--- src/global_regs_map.vh ---
// Offsets, field positions, reset values and timing counts for the global register bank.
// Assumes a 125 MHz board clock and a 16-bit register port addressed by byte offset.
`ifndef GLOBAL_REGS_MAP_VH
`define GLOBAL_REGS_MAP_VH

`define OFS_BOARD_IDENTITY 8'h00
`define OFS_CHANNEL_RESET 8'h02
`define OFS_CHANNEL0_INFO 8'h08
`define OFS_CHANNEL1_INFO 8'h0a
`define OFS_CHANNEL2_INFO 8'h0c
`define OFS_CHANNEL3_INFO 8'h0e
`define OFS_CLOCK_SOURCE 8'h10
`define OFS_SYNC_CONTROL 8'h14
`define OFS_SECONDS_LOW 8'h16
`define OFS_DAYS_HOURS 8'h18
`define OFS_MINUTES_SECONDS 8'h1a
`define OFS_CONTROL_HIGH 8'h1c
`define OFS_CONTROL_LOW 8'h1e
`define OFS_LOGIC_REVISION 8'h20
`define OFS_TIMER_PRESCALE 8'h22
`define OFS_TIMER_PRELOAD 8'h24
`define OFS_TIMER_CONTROL 8'h26
`define OFS_TIMER_COUNT 8'h28
`define OFS_BOARD_KIND 8'h32

`define BIT_TIMETAG_RESET 4
`define BIT_SYNC_ARM 8
`define BIT_SYNC_STORE 9
`define BIT_SYNC_DONE 10
`define POS_CHANNEL_ID 12
`define BIT_TIMER_RUN 0
`define BIT_TIMER_RELOAD 1
`define BIT_TIMER_GLOBAL_RESET 3

`define RST_CLOCK_SOURCE 1'b0
`define RST_TIMER_PRESCALE 16'h0000
`define RST_TIMER_PRELOAD 16'h0000
`define RST_TIMER_CONTROL 4'h0

// Time code element widths in microseconds, and the board clock rate in MHz.
`define CLK_MHZ 125
`define CODE_ZERO_US 2000
`define CODE_ONE_US 5000
`define CODE_MARK_US 8000
// A zero lasts 2 ms, a one 5 ms and a marker 8 ms; split the gaps between them.
`define CODE_ONE_MIN_CYC ((`CODE_ZERO_US + `CODE_ONE_US) / 2 * `CLK_MHZ)
`define CODE_MARK_MIN_CYC ((`CODE_ONE_US + `CODE_MARK_US) / 2 * `CLK_MHZ)

`endif

--- src/host_global_regs.v ---
// Global register bank: identity, channel resets, time tag clock source,
// serial time code receiver and the general purpose down timer.
// Assumes the time code arrives already demodulated as a pulse-width level on
// timeCodeIn, and the external time tag clock as a plain level on extTagClk.
`timescale 1ns/1ns
`include "global_regs_map.vh"

module host_global_regs #(
    parameter [15:0] BOARD_IDENTITY = 16'h1234, // Arbitrary value.
    parameter [15:0] BOARD_KIND = 16'h00a5, // Arbitrary value.
    parameter [15:0] LOGIC_REV = 16'h0001, // Arbitrary value.
    parameter [4:0] CH0_TYPE = 5'h01, // Arbitrary type code.
    parameter [4:0] CH1_TYPE = 5'h01, // Arbitrary type code.
    parameter [4:0] CH2_TYPE = 5'h1e, // Arbitrary type code.
    parameter [4:0] CH3_TYPE = 5'h02, // Arbitrary type code.
    parameter integer TICK_DIV = 125, // Board cycles per internal 1 MHz tick.
    parameter integer ONE_MIN = `CODE_ONE_MIN_CYC, // Shortest high time read as a one.
    parameter integer MARK_MIN = `CODE_MARK_MIN_CYC // Shortest high time read as a marker.
) (
    input wire clk, // Board clock, 125 MHz.
    input wire rst, // Synchronous reset, active high.
    input wire [7:0] addr, // Register byte offset.
    input wire [15:0] wrData, // Write data.
    input wire wrEn, // Write strobe.
    input wire rdEn, // Read strobe.
    output reg [15:0] rdData, // Read data, valid the cycle after rdEn.
    input wire timeCodeIn, // Demodulated time code level.
    input wire extTagClk, // External time tag clock.
    output reg [2:0] channelReset, // One-cycle reset for each of channels 0 to 2; channel 3 has none.
    output reg tagClear, // One-cycle clear of every time tag.
    output wire tagClkSelect, // High when the external tag clock is used.
    output reg timerDone // One-cycle pulse when the timer reaches zero.
);

    ////////////////////////////////////////////////////////////////////////////
    // Input synchronisers: three stages, a change counts once stages two and
    // three agree.
    reg [2:0] codeSync_q; // Time code synchroniser.
    reg [2:0] extSync_q; // External clock synchroniser.
    reg codeLvl_q; // Filtered time code level.
    reg extLvl_q; // Filtered external clock level.

    // The first stage feeds only the second; the filter reads stages two and three.
    always @(posedge clk) begin
        if (rst) begin
            codeSync_q <= 3'h0;
            extSync_q <= 3'h0;
            codeLvl_q <= 1'b0;
            extLvl_q <= 1'b0;
        end else begin
            codeSync_q <= {codeSync_q[1:0], timeCodeIn};
            extSync_q <= {extSync_q[1:0], extTagClk};
            if (codeSync_q[1] == codeSync_q[2]) begin
                codeLvl_q <= codeSync_q[2];
            end
            if (extSync_q[1] == extSync_q[2]) begin
                extLvl_q <= extSync_q[2];
            end
        end
    end

    ////////////////////////////////////////////////////////////////////////////
    // Software registers.
    reg clkSel_q; // Time tag clock source.
    reg [2:0] sync_q; // Bits 10..8 of the sync register.
    reg [15:0] prescale_q; // Timer prescale.
    reg [15:0] preload_q; // Timer preload.
    reg [3:0] tctl_q; // Timer control.
    reg [15:0] count_q; // Timer current count.
    reg [16:0] sodOut_q; // Stored seconds-of-day.
    reg [15:0] dayHour_q; // Stored days and hours.
    reg [15:0] minSec_q; // Stored minutes and seconds.
    reg [26:0] ctrlOut_q; // Stored control functions.

    wire wrSync = wrEn && (addr == `OFS_SYNC_CONTROL);
    wire wrCtl = wrEn && (addr == `OFS_TIMER_CONTROL);
    wire running = tctl_q[`BIT_TIMER_RUN];

    assign tagClkSelect = clkSel_q;

    ////////////////////////////////////////////////////////////////////////////
    // Time tag tick: internal 1 MHz divider or external rising edge.
    reg [7:0] divCnt_q; // Internal microsecond divider.
    reg extPrev_q; // Previous filtered external level.
    wire intTick = (divCnt_q == TICK_DIV[7:0] - 8'h01);
    wire tagTick = clkSel_q ? (extLvl_q && !extPrev_q) : intTick;

    // Free-running divider and edge history.
    always @(posedge clk) begin
        if (rst) begin
            divCnt_q <= 8'h00;
            extPrev_q <= 1'b0;
        end else begin
            divCnt_q <= intTick ? 8'h00 : divCnt_q + 8'h01;
            extPrev_q <= extLvl_q;
        end
    end

    ////////////////////////////////////////////////////////////////////////////
    // Time code receiver. Each element is measured by its high time; two
    // markers in a row mark the frame start, whose leading edge is the
    // on-time reference edge.
    localparam [1:0] SYM_ZERO = 2'd0;
    localparam [1:0] SYM_ONE = 2'd1;
    localparam [1:0] SYM_MARK = 2'd2;

    reg codePrev_q; // Previous filtered code level.
    reg [19:0] hiCnt_q; // Length of the current high time.
    reg [6:0] elem_q; // Element index within the frame.
    reg inFrame_q; // A frame start has been seen.
    reg lastMark_q; // Previous element was a marker.
    reg [99:0] shift_q; // Frame elements, element n at bit n.
    reg frameValid_q; // A complete frame is held.
    reg [99:0] frame_q; // Last complete frame.

    wire codeRise = codeLvl_q && !codePrev_q;
    wire codeFall = !codeLvl_q && codePrev_q;
    wire [1:0] sym = (hiCnt_q >= MARK_MIN) ? SYM_MARK :
                     (hiCnt_q >= ONE_MIN) ? SYM_ONE : SYM_ZERO;
    // The rising edge starting element zero is the reference edge.
    wire refEdge = codeRise && lastMark_q && (elem_q == 7'd0 || elem_q == 7'd100);

    // Element classifier and frame assembler.
    always @(posedge clk) begin
        if (rst) begin
            codePrev_q <= 1'b0;
            hiCnt_q <= 20'h00000;
            elem_q <= 7'd0;
            inFrame_q <= 1'b0;
            lastMark_q <= 1'b0;
            shift_q <= 100'h0;
            frameValid_q <= 1'b0;
            frame_q <= 100'h0;
        end else begin
            codePrev_q <= codeLvl_q;
            if (codeRise) begin
                hiCnt_q <= 20'h00001;
            end else if (codeLvl_q && hiCnt_q != 20'hfffff) begin
                hiCnt_q <= hiCnt_q + 20'h00001;
            end
            if (codeFall) begin
                lastMark_q <= (sym == SYM_MARK);
                if (sym == SYM_MARK && lastMark_q) begin
                    // Second marker in a row: this was element zero.
                    if (inFrame_q && elem_q == 7'd100) begin
                        frame_q <= shift_q;
                        frameValid_q <= 1'b1;
                    end
                    inFrame_q <= 1'b1;
                    shift_q <= 100'h0;
                    elem_q <= 7'd1;
                end else if (inFrame_q && elem_q < 7'd100) begin
                    shift_q[elem_q] <= (sym == SYM_ONE);
                    elem_q <= elem_q + 7'd1;
                end else begin
                    inFrame_q <= 1'b0;
                end
            end
        end
    end

    // BCD and binary fields picked out of a frame, skipping marker slots.
    wire [6:0] fSec = {frame_q[8:6], frame_q[4:1]};
    wire [6:0] fMin = {frame_q[17:15], frame_q[13:10]};
    wire [5:0] fHour = {frame_q[26:25], frame_q[23:20]};
    // Day hundreds sit just after the marker that follows the day tens.
    wire [9:0] fDay = {frame_q[41:40], frame_q[38:35], frame_q[33:30]};
    wire [26:0] fCtrl = {frame_q[78:70], frame_q[68:60], frame_q[58:50]};
    wire [16:0] fSod = {frame_q[97:90], frame_q[88:80]};

    ////////////////////////////////////////////////////////////////////////////
    // Sync control and time registers. An armed sync waits for the reference
    // edge; a plain store request latches the last good frame at once.
    wire storeNow = sync_q[1] && frameValid_q && (!sync_q[0] || refEdge);

    // Sync bits, resets, clock source and stored time.
    always @(posedge clk) begin
        if (rst) begin
            clkSel_q <= `RST_CLOCK_SOURCE;
            sync_q <= 3'h0;
            sodOut_q <= 17'h0;
            dayHour_q <= 16'h0;
            minSec_q <= 16'h0;
            ctrlOut_q <= 27'h0;
            channelReset <= 3'h0;
            tagClear <= 1'b0;
        end else begin
            channelReset <= 3'h0;
            tagClear <= 1'b0;
            if (wrEn && addr == `OFS_CHANNEL_RESET) begin
                channelReset <= wrData[2:0];
                tagClear <= wrData[`BIT_TIMETAG_RESET];
            end
            if (wrEn && addr == `OFS_CLOCK_SOURCE) begin
                clkSel_q <= wrData[0];
            end
            if (sync_q[0] && refEdge) begin
                tagClear <= 1'b1;
            end
            if (tctl_q[`BIT_TIMER_GLOBAL_RESET] && timerDone) begin
                channelReset <= 3'h7;
            end
            if (storeNow) begin
                sodOut_q <= fSod;
                dayHour_q <= {fDay, fHour};
                minSec_q <= {1'b0, fMin, 1'b0, fSec};
                ctrlOut_q <= fCtrl;
            end
            // Bit 10 set by hardware wins over a software clear in the same cycle.
            sync_q[2] <= storeNow | (wrSync ? wrData[`BIT_SYNC_DONE] : sync_q[2]);
            // Arming also requests the store.
            sync_q[1] <= storeNow ? 1'b0 : (wrSync ? (wrData[`BIT_SYNC_STORE] |
                         wrData[`BIT_SYNC_ARM]) : sync_q[1]);
            sync_q[0] <= (sync_q[0] && refEdge) ? 1'b0 :
                         (wrSync ? wrData[`BIT_SYNC_ARM] : sync_q[0]);
        end
    end

    ////////////////////////////////////////////////////////////////////////////
    // General purpose timer.
    reg [15:0] preCnt_q; // Tag ticks since the last decrement.
    wire [15:0] divisor = (prescale_q == 16'h0000) ? 16'h0001 : prescale_q;
    wire step = running && tagTick && (preCnt_q + 16'h0001 >= divisor);
    wire startReq = wrCtl && wrData[`BIT_TIMER_RUN] && !running;
    // A start from zero count takes the preload; zero preload refuses it.
    wire startOk = (count_q != 16'h0000) || (preload_q != 16'h0000);

    // Prescale, preload, control and count.
    always @(posedge clk) begin
        if (rst) begin
            prescale_q <= `RST_TIMER_PRESCALE;
            preload_q <= `RST_TIMER_PRELOAD;
            tctl_q <= `RST_TIMER_CONTROL;
            count_q <= 16'h0000;
            preCnt_q <= 16'h0000;
            timerDone <= 1'b0;
        end else begin
            timerDone <= 1'b0;
            if (wrEn && addr == `OFS_TIMER_PRESCALE && !running) begin
                prescale_q <= wrData;
            end
            if (wrEn && addr == `OFS_TIMER_PRELOAD && !running) begin
                preload_q <= wrData;
                count_q <= wrData;
            end
            if (wrCtl) begin
                if (!running) begin
                    tctl_q[3:1] <= {wrData[3], 1'b0, wrData[1]};
                end
                if (!wrData[`BIT_TIMER_RUN]) begin
                    tctl_q[0] <= 1'b0;
                end else if (startReq && startOk) begin
                    tctl_q[0] <= 1'b1;
                    preCnt_q <= 16'h0000;
                    if (count_q == 16'h0000) begin
                        count_q <= preload_q;
                    end
                end
            end else if (running && tagTick) begin
                preCnt_q <= step ? 16'h0000 : preCnt_q + 16'h0001;
                if (step) begin
                    if (count_q <= 16'h0001) begin
                        timerDone <= 1'b1;
                        if (tctl_q[`BIT_TIMER_RELOAD]) begin
                            count_q <= preload_q;
                        end else begin
                            count_q <= 16'h0000;
                            tctl_q[0] <= 1'b0;
                        end
                    end else begin
                        count_q <= count_q - 16'h0001;
                    end
                end
            end
        end
    end

    ////////////////////////////////////////////////////////////////////////////
    // Read mux; unmapped offsets and reserved bits read zero.
    // Read-only offsets have no write decode at all.
    always @(posedge clk) begin
        if (rst) begin
            rdData <= 16'h0000;
        end else if (rdEn) begin
            case (addr)
                `OFS_BOARD_IDENTITY: rdData <= BOARD_IDENTITY;
                `OFS_CHANNEL0_INFO: rdData <= {4'h0, 7'h00, CH0_TYPE};
                `OFS_CHANNEL1_INFO: rdData <= {4'h1, 7'h00, CH1_TYPE};
                `OFS_CHANNEL2_INFO: rdData <= {4'h2, 7'h00, CH2_TYPE};
                `OFS_CHANNEL3_INFO: rdData <= {4'h3, 7'h00, CH3_TYPE};
                `OFS_CLOCK_SOURCE: rdData <= {15'h0000, clkSel_q};
                `OFS_SYNC_CONTROL: rdData <= {5'h00, sync_q, 7'h00, sodOut_q[16]};
                `OFS_SECONDS_LOW: rdData <= sodOut_q[15:0];
                `OFS_DAYS_HOURS: rdData <= dayHour_q;
                `OFS_MINUTES_SECONDS: rdData <= minSec_q;
                `OFS_CONTROL_HIGH: rdData <= {5'h00, ctrlOut_q[26:16]};
                `OFS_CONTROL_LOW: rdData <= ctrlOut_q[15:0];
                `OFS_LOGIC_REVISION: rdData <= LOGIC_REV;
                `OFS_TIMER_PRESCALE: rdData <= prescale_q;
                `OFS_TIMER_PRELOAD: rdData <= preload_q;
                `OFS_TIMER_CONTROL: rdData <= {12'h000, tctl_q};
                `OFS_TIMER_COUNT: rdData <= count_q;
                `OFS_BOARD_KIND: rdData <= BOARD_KIND;
                default: rdData <= 16'h0000;
            endcase
        end else begin
            rdData <= 16'h0000;
        end
    end

endmodule // host_global_regs

--- config.mk ---
export PLATFORM = sky130hd
export DESIGN_NAME = host_global_regs
export DESIGN_NICKNAME = d
export VERILOG_FILES = /design/src/host_global_regs.v
export VERILOG_INCLUDE_DIRS = /design/src /design/src/src
export SDC_FILE = /design/constraint.sdc
export NUM_CORES = 1
export LEC_CHECK = 0
export BUFFER_PORTS_ARGS = -buffer_cell sky130_fd_sc_hd__buf_2
export CORE_MARGIN = 4
export CORE_UTILIZATION = 56
export CTS_CLUSTER_DIAMETER = 100
export DETAILED_ROUTE_END_ITERATION = 10
export GPL_TIMING_DRIVEN = 0
export PLACE_DENSITY = 0.81
export SLEW_MARGIN = 20
export SYNTH_ARGS = -nofsm -noshare
export SYNTH_HDL_FRONTEND = slang
export SYNTH_SLANG_ARGS = --single-unit
--- constraint.sdc ---
create_clock -name clk -period 3.6 [get_ports clk]
set_input_delay 0.72 -clock clk [delete_from_list [all_inputs] [get_ports clk]]
set_output_delay 0.72 -clock clk [all_outputs]
set_load 0.1 [all_outputs]
### Word level (Yosys, flattened, before mapping)

Cells that the tools add are included.

| storage, ports and cells | value |
|---|---|
| logic and storage cells | 183 |
| output and inout port bits | 22 |
| input port bits | 30 |
| bits in registers | 412 |

| operators by class | value |
|---|---|
| bitwise gates (word level) | 6 |
| equality and inequality tests | 30 |
| $add $sub $neg | 5 |
| magnitude comparators | 7 |
| reduce and logical (&&, ||, !) cells | 59 |
| muxes and demuxes | 43 |

Operators with widths:

| kind | number |
|---|---|
| one-hot mux 16 bit (17 select lines) | 1 |
| two-way mux 16 bit | 15 |
| two-way mux 100 bit | 2 |
| bitwise mux 100 bit | 1 |
| equality test 8 x 5 -> 1 bit, second input constant | 7 |
| equality test 8 x 6 -> 1 bit, second input constant | 6 |
| equality test 8 x 4 -> 1 bit, second input constant | 4 |
| zero test 16 bit | 2 |
| nonzero test 16 bit | 2 |
| logical AND 1 bit | 27 |
| adder 20 x 1 -> 20 bit, second input constant | 1 |
| greater-or-equal comparator 20 x 19 -> 1 bit, second input constant | 1 |
| greater-or-equal comparator 20 bit, second input constant | 1 |
| != test 20 bit, second input constant | 1 |
| two-way mux 1 bit | 18 |
| adder 16 x 1 -> 16 bit, second input constant | 1 |
| greater-or-equal comparator 16 bit | 1 |
| <= comparator 16 x 1 -> 1 bit, second input constant | 1 |
| subtractor 16 x 1 -> 16 bit, second input constant | 1 |
| two-way mux 7 bit | 2 |
| OR reduction 2 bit | 6 |
| nonzero test 2 bit | 5 |
| adder 8 x 1 -> 8 bit, second input constant | 1 |
| equality test 8 x 2 -> 1 bit, second input constant | 1 |
| other kinds (25) | 42 |

### Longest topological paths before layout

| depth | value |
|---|---|
| word-level depth | 8 |
| depth in mapped cells | 17 |

### Least setup slack after synthesis

Ideal clock, no wire load.

| path | value |
|---|---|
| path kind | register to register |
| start | register preCnt_q[2] |
| end | register count_q[8] |
| arrival | 3410 ps |
| path slack | 76 ps |
| cell stages (with the launch flop) | 17 |
| required time | 3485 ps |
| library setup time | 115 ps |
| path through | dfxtp_1 > nand3_1 > nor3_1 > and3_1 > clkbuf_1 > nand3_1 > xnor2_1 > ha_1 > and4_1 > nand2_1 > o211ai_1 > o31ai_1 > a21o_1 > buf_2 > buf_2 > o21ai_0 > o21a_1 |

| between the ends | value |
|---|---|
| longest elaborated chain between the ends | 6 |

RTL lines:

| what | line | text |
|---|---|---|
| from (decl) | host_global_regs.v:221 | `reg [15:0] preCnt_q;` |
| from (signal assigned) | host_global_regs.v:260 | `preCnt_q <= step ? 16'h0000 : preCnt_q + 16'h0001;` |
| adder 16 x 1 -> 16 bit | host_global_regs.v:223 | `wire step = running && tagTick && (preCnt_q + 16'h0001 >= divisor);` |
| greater-or-equal comparator 16 bit | host_global_regs.v:223 |  |
| logical AND 1 bit | host_global_regs.v:223 |  |
| two-way mux 16 bit | host_global_regs.v:261 | `if (step) begin` |
| two-way mux 16 bit | host_global_regs.v:259 | `end else if (running && tagTick) begin` |
| two-way mux 16 bit | host_global_regs.v:246 | `if (wrCtl) begin` |
| to (signal assigned) | host_global_regs.v:244 | `count_q <= wrData;` |
| to (signal assigned) | host_global_regs.v:256 | `count_q <= preload_q;` |
| to (signal assigned) | host_global_regs.v:265 | `count_q <= preload_q;` |
| to (decl) | host_global_regs.v:69 | `reg [15:0] count_q;` |

Every way passes these cells.
A chain may end at the register's enable or synchronous reset.

### Worst setup path in the final report

| path | value |
|---|---|
| start | register preCnt_q[1] |
| end | register count_q[1] |

The elaborated chain is that of the path after synthesis.

==> results <==
- The kind of launch point of the worst setup path is a flip-flop.
- The clock slew seen by the registers of the worst setup and hold paths is 0.06 ns.
- Data arrives at the worst endpoint at 3.82 ns.
- Measured against its own limit, the worst slew margin works out to 29.5%.
- The final weighted congestion of routability-driven global placement is 1.02.
- The first global-routing pass estimated 84000 µm of wire.
- Using the TritonRoute via totals, the vias-per-cell ratio works out to 6.19.
- The via count of the first global-routing pass came to 15.0k.
- The TritonCTS clock tree is yes.
- The share of the yosys chip area belonging to registers is 44.7%.
- IR analysis of the VDD net gives a maximum drop of 304 µV.
- For this run, design rule violations remaining after detail routing come to 0.
- The path type of the worst min-delay path is input pin to flip-flop.
- The cell count after synthesis is 2040.
- The synthesized design contains 0 enable-type register cells.
- At the worst endpoint, the required time is 4.02 ns.
- The average instance in the mapped netlist occupies 7.95 µm².
- The area of the core is 28600 µm².
- The transition at the pin with the smallest max-transition slack is 1.05 ns.
- Setup violations remaining at the end of the flow were counted as 0.
- The end of the worst hold path is extSync_q[0].
- The longest clock path from root to sink contains 3 buffers.
- The synthesized netlist devotes 18.3% of its cell area to compound gates.
- The global router's overall resource usage is 33.8%.
- Among all flip-flop cells after synthesis, the most frequent one is dfxtp_1.
- The violation count after the first detailed-route iteration is 1743.
- The sum of net half-perimeters after detailed placement is 40200 µm.
- The startpoint of the most critical register-to-register path is preCnt_q[1].
- The minimum setup slack among reg-to-reg paths is 0.19 ns.
- The worst hold path begins at extTagClk.
- The count of final max-slew check failures is 0.
- The Yosys warning count is 0.
- The first-pass iteration count of the detailed router is 8.
- The maximum net fanout on the critical path is 9.
- 0 antenna diodes ended up in the layout.
- The count of endpoints failing hold in the final timing report is 0.
- The worst hold-check slack is 0.403 ns.
- The share of synthesized cell area in full adder, half adder and majority cells is 1.93%.
- After layout, the minimum clock period comes to 3.41 ns.
- In the layout the commonest cells are nand2_1 (443), dfxtp_1 (361), a21oi_1 (267), nor2_1 (124), clkbuf_1 (122).
- Of the cells placed in the final design, the portion with a size suffix greater than 1 is 8.39%.
- In the synthesized netlist the async set-or-reset flop fraction comes to 0%.
- The multiplexer fraction of the synthesized cell area is 2.79%.
- The critical path is of the flip-flop to flip-flop type.
- The largest clock skew in the final design is 0.0235 ns.
- The share of synthesized cell area in and, or, nand and nor gates is 24.8%.
- The number of clock buffers added by TritonCTS is 39.
- Dividing the final minimum period by the clock period gives 94.6%.
- The analysis attributes to cell leakage a power of 6.41 nW.
- The number of antenna violations at the first check in global routing is 0.
- The aggregate global routing overflow is 0.
- Entering global routing, the biggest net connects 15 pins.
- Pin placement for this block handled 52 I/O pins.
- The height of the chip is 178 µm.
- For this block, the routed nets add up to 54300 µm of wire.
- The floorplan step set the die width to 178 µm.
- Clock latency on the worst-skew pair, taken at its later pin, is 0.54 ns.
- After synthesis, the largest family of logic cells by area is simple AND/OR/NAND/NOR gates.
- The critical register-to-register path endpoint is count_q[1].
- The cell area after technology mapping is 16200 µm².
- Counting cells, the worst reg-to-reg path comes to 15.
- The number of instances on the worst hold path is 2.
- The count of buffers from port buffering is 48.
- After floorplanning, the core was divided into 62 placement rows.
- In the final timing run, aggregate negative setup slack is 0 ns.
- The number of nets in the synthesized netlist is 2095.
- CTS saw 362 sinks.
- The run finished with clean final reports.
- The worst setup path is captured at a flip-flop.
- The synthesized netlist contains 68 unique library cells.
- The average routed wire per standard cell is 21.4 µm.
- Counting flops and latches in the post-synthesis netlist gives 362.
- The area growth from synthesis to layout is 13.7%.
- The die outline area is 31700 µm².
- Derived from the worst setup path, the maximum achievable clock frequency is 294 MHz.
- For this configuration, the core starts out at a cell density of 56.6%.
- Across all layers, the routed design uses 15.7k vias.
- Power spread over the standard cell area amounts to 469 nW/µm².
- The master cell of the clock root buffer is clkbuf_16.
- Of the total synthesized cell area, the portion taken by XOR and XNOR cells is 2.92%.
- The library cell used most frequently in the layout, excluding fill and tap cells, is nand2_1.
- The number of max-capacitance violations reported is 0.
- After the last flow step, the layout net total stands at 2182.
- The count of H-tree levels built during CTS is 2.
- In this run the remaining antenna-violating nets after routing total 0.
## cells in the mapped netlist, drive strengths merged, types with 10 or more instances
cell,count,area [µm²]
a21oi,269,1350
a221oi,17,149
a22oi,23,173
a31oi,30,188
and2,10,62.6
and3,14,87.6
buf,29,146
clkbuf,121,455
dfxtp,362,7250
ha,25,313
inv,35,131
mux2i,35,350
nand2,445,1670
nand2b,12,75.1
nand3,111,556
nand4,37,231
nor2,124,465
nor2b,19,119
nor3,56,297
nor4,18,113
o211ai,11,103
o21a,11,82.6
o21ai,33,165
o311ai,19,166
xnor2,21,184
xor2,33,289
## layer usage
layer / up-vias / GRT usage, % / wire (µm)
met3: 218 / 5.81 / 4890
met4: 0 / 17.7 / 3440
li1: 7339 / - / -
met1: 7318 / 43.0 / 21500
met5: - / 0 / 0
met2: 850 / 55.2 / 24500
## how the worst max path moves through the flow
stage	end	startpoint	depth (start not counted)	slack (ns)
after floorplan	count_q[8]	preCnt_q[2]	16	0.08
after global placement	count_q[15]	preCnt_q[2]	16	-0.53
after detailed placement	count_q[15]	preCnt_q[2]	16	-0.59
after CTS	count_q[8]	preCnt_q[0]	15	0.003
after global routing	count_q[15]	preCnt_q[1]	15	-0.005
final	count_q[1]	preCnt_q[1]	15	0.19
## timing repair
item | CTS | global route
pin swaps | 1 | 2
hold buffers | 0 | 0
resized for setup | 10 | 17
gates cloned | 0 | 0
endpoints found under the setup margin | 34 | 34
buffers inserted | 0 | 1
## final cells by class
type / instances / area (µm²)
Inverter: 35 / 131
Clock inverter: 22 / 357
Sequential cell: 362 / 7250
Multi-Input combinational cell: 1493 / 8310
Fill cell: 2511 / 10200
Timing Repair Buffer: 49 / 248
Buffer: 147 / 609
Clock buffer: 49 / 1050
Tap cell: 384 / 480
## kinds of logic after synthesis
logic type,Yosys count
xor+xnor,54
flops,362
buf+inv,185
compound gates,480
mux,44
fa+ha+maj,25
simple gates,890
## power breakdown
part | leakage [nW] | internal, mW | total, mW | switching, mW
Clock | 0.693 | 2.73 | 4.41 | 1.67
Combinational | 2.80 | 0.0498 | 0.223 | 0.174
Sequential | 2.92 | 4.01 | 4.02 | 0.00628
## per-stage QoR
step / power (mW) / worst slack, ns / util (%) / cells / cell area (µm²)
finish: 8.65 / 0.194 / 64.4 / 2541 / 18400
global route: 8.86 / -0.00512 / 64.4 / 2541 / 18400
CTS: 8.67 / 0.00347 / 64.2 / 2541 / 18400
detailed placement: 4.32 / -0.589 / 59.2 / 2472 / 16900
global placement: 4.32 / -0.531 / 59.1 / 2472 / 16900
floorplan: 4.22 / 0.0757 / - / 2040 / 16200
## critical path: stages (launching register included)
cell,delay [ns]
dfxtp_1,0.37
ha_2,0.22
and3_1,0.22
and4_2,0.28
and3_4,0.23
xor2_1,0.19
ha_1,0.27
and4_1,0.19
nand2_1,0.08
o211ai_1,0.13
o31ai_4,0.33
a21o_1,0.15
clkbuf_4,0.19
and2_1,0.14
clkbuf_4,0.20
a31oi_1,0.10
## registers in the layout, indices dropped and copies added, names as in the netlist, 7 cells and up
register    cells
minSec_q       14
elem_q          7
sodOut_q       17
preCnt_q       16
ctrlOut_q      27
frame_q        74
divCnt_q        8
shift_q        74
count_q        16
hiCnt_q        20
preload_q      16
prescale_q     16
rdData         16
dayHour_q      16
Power figures use the tool's default switching activity.
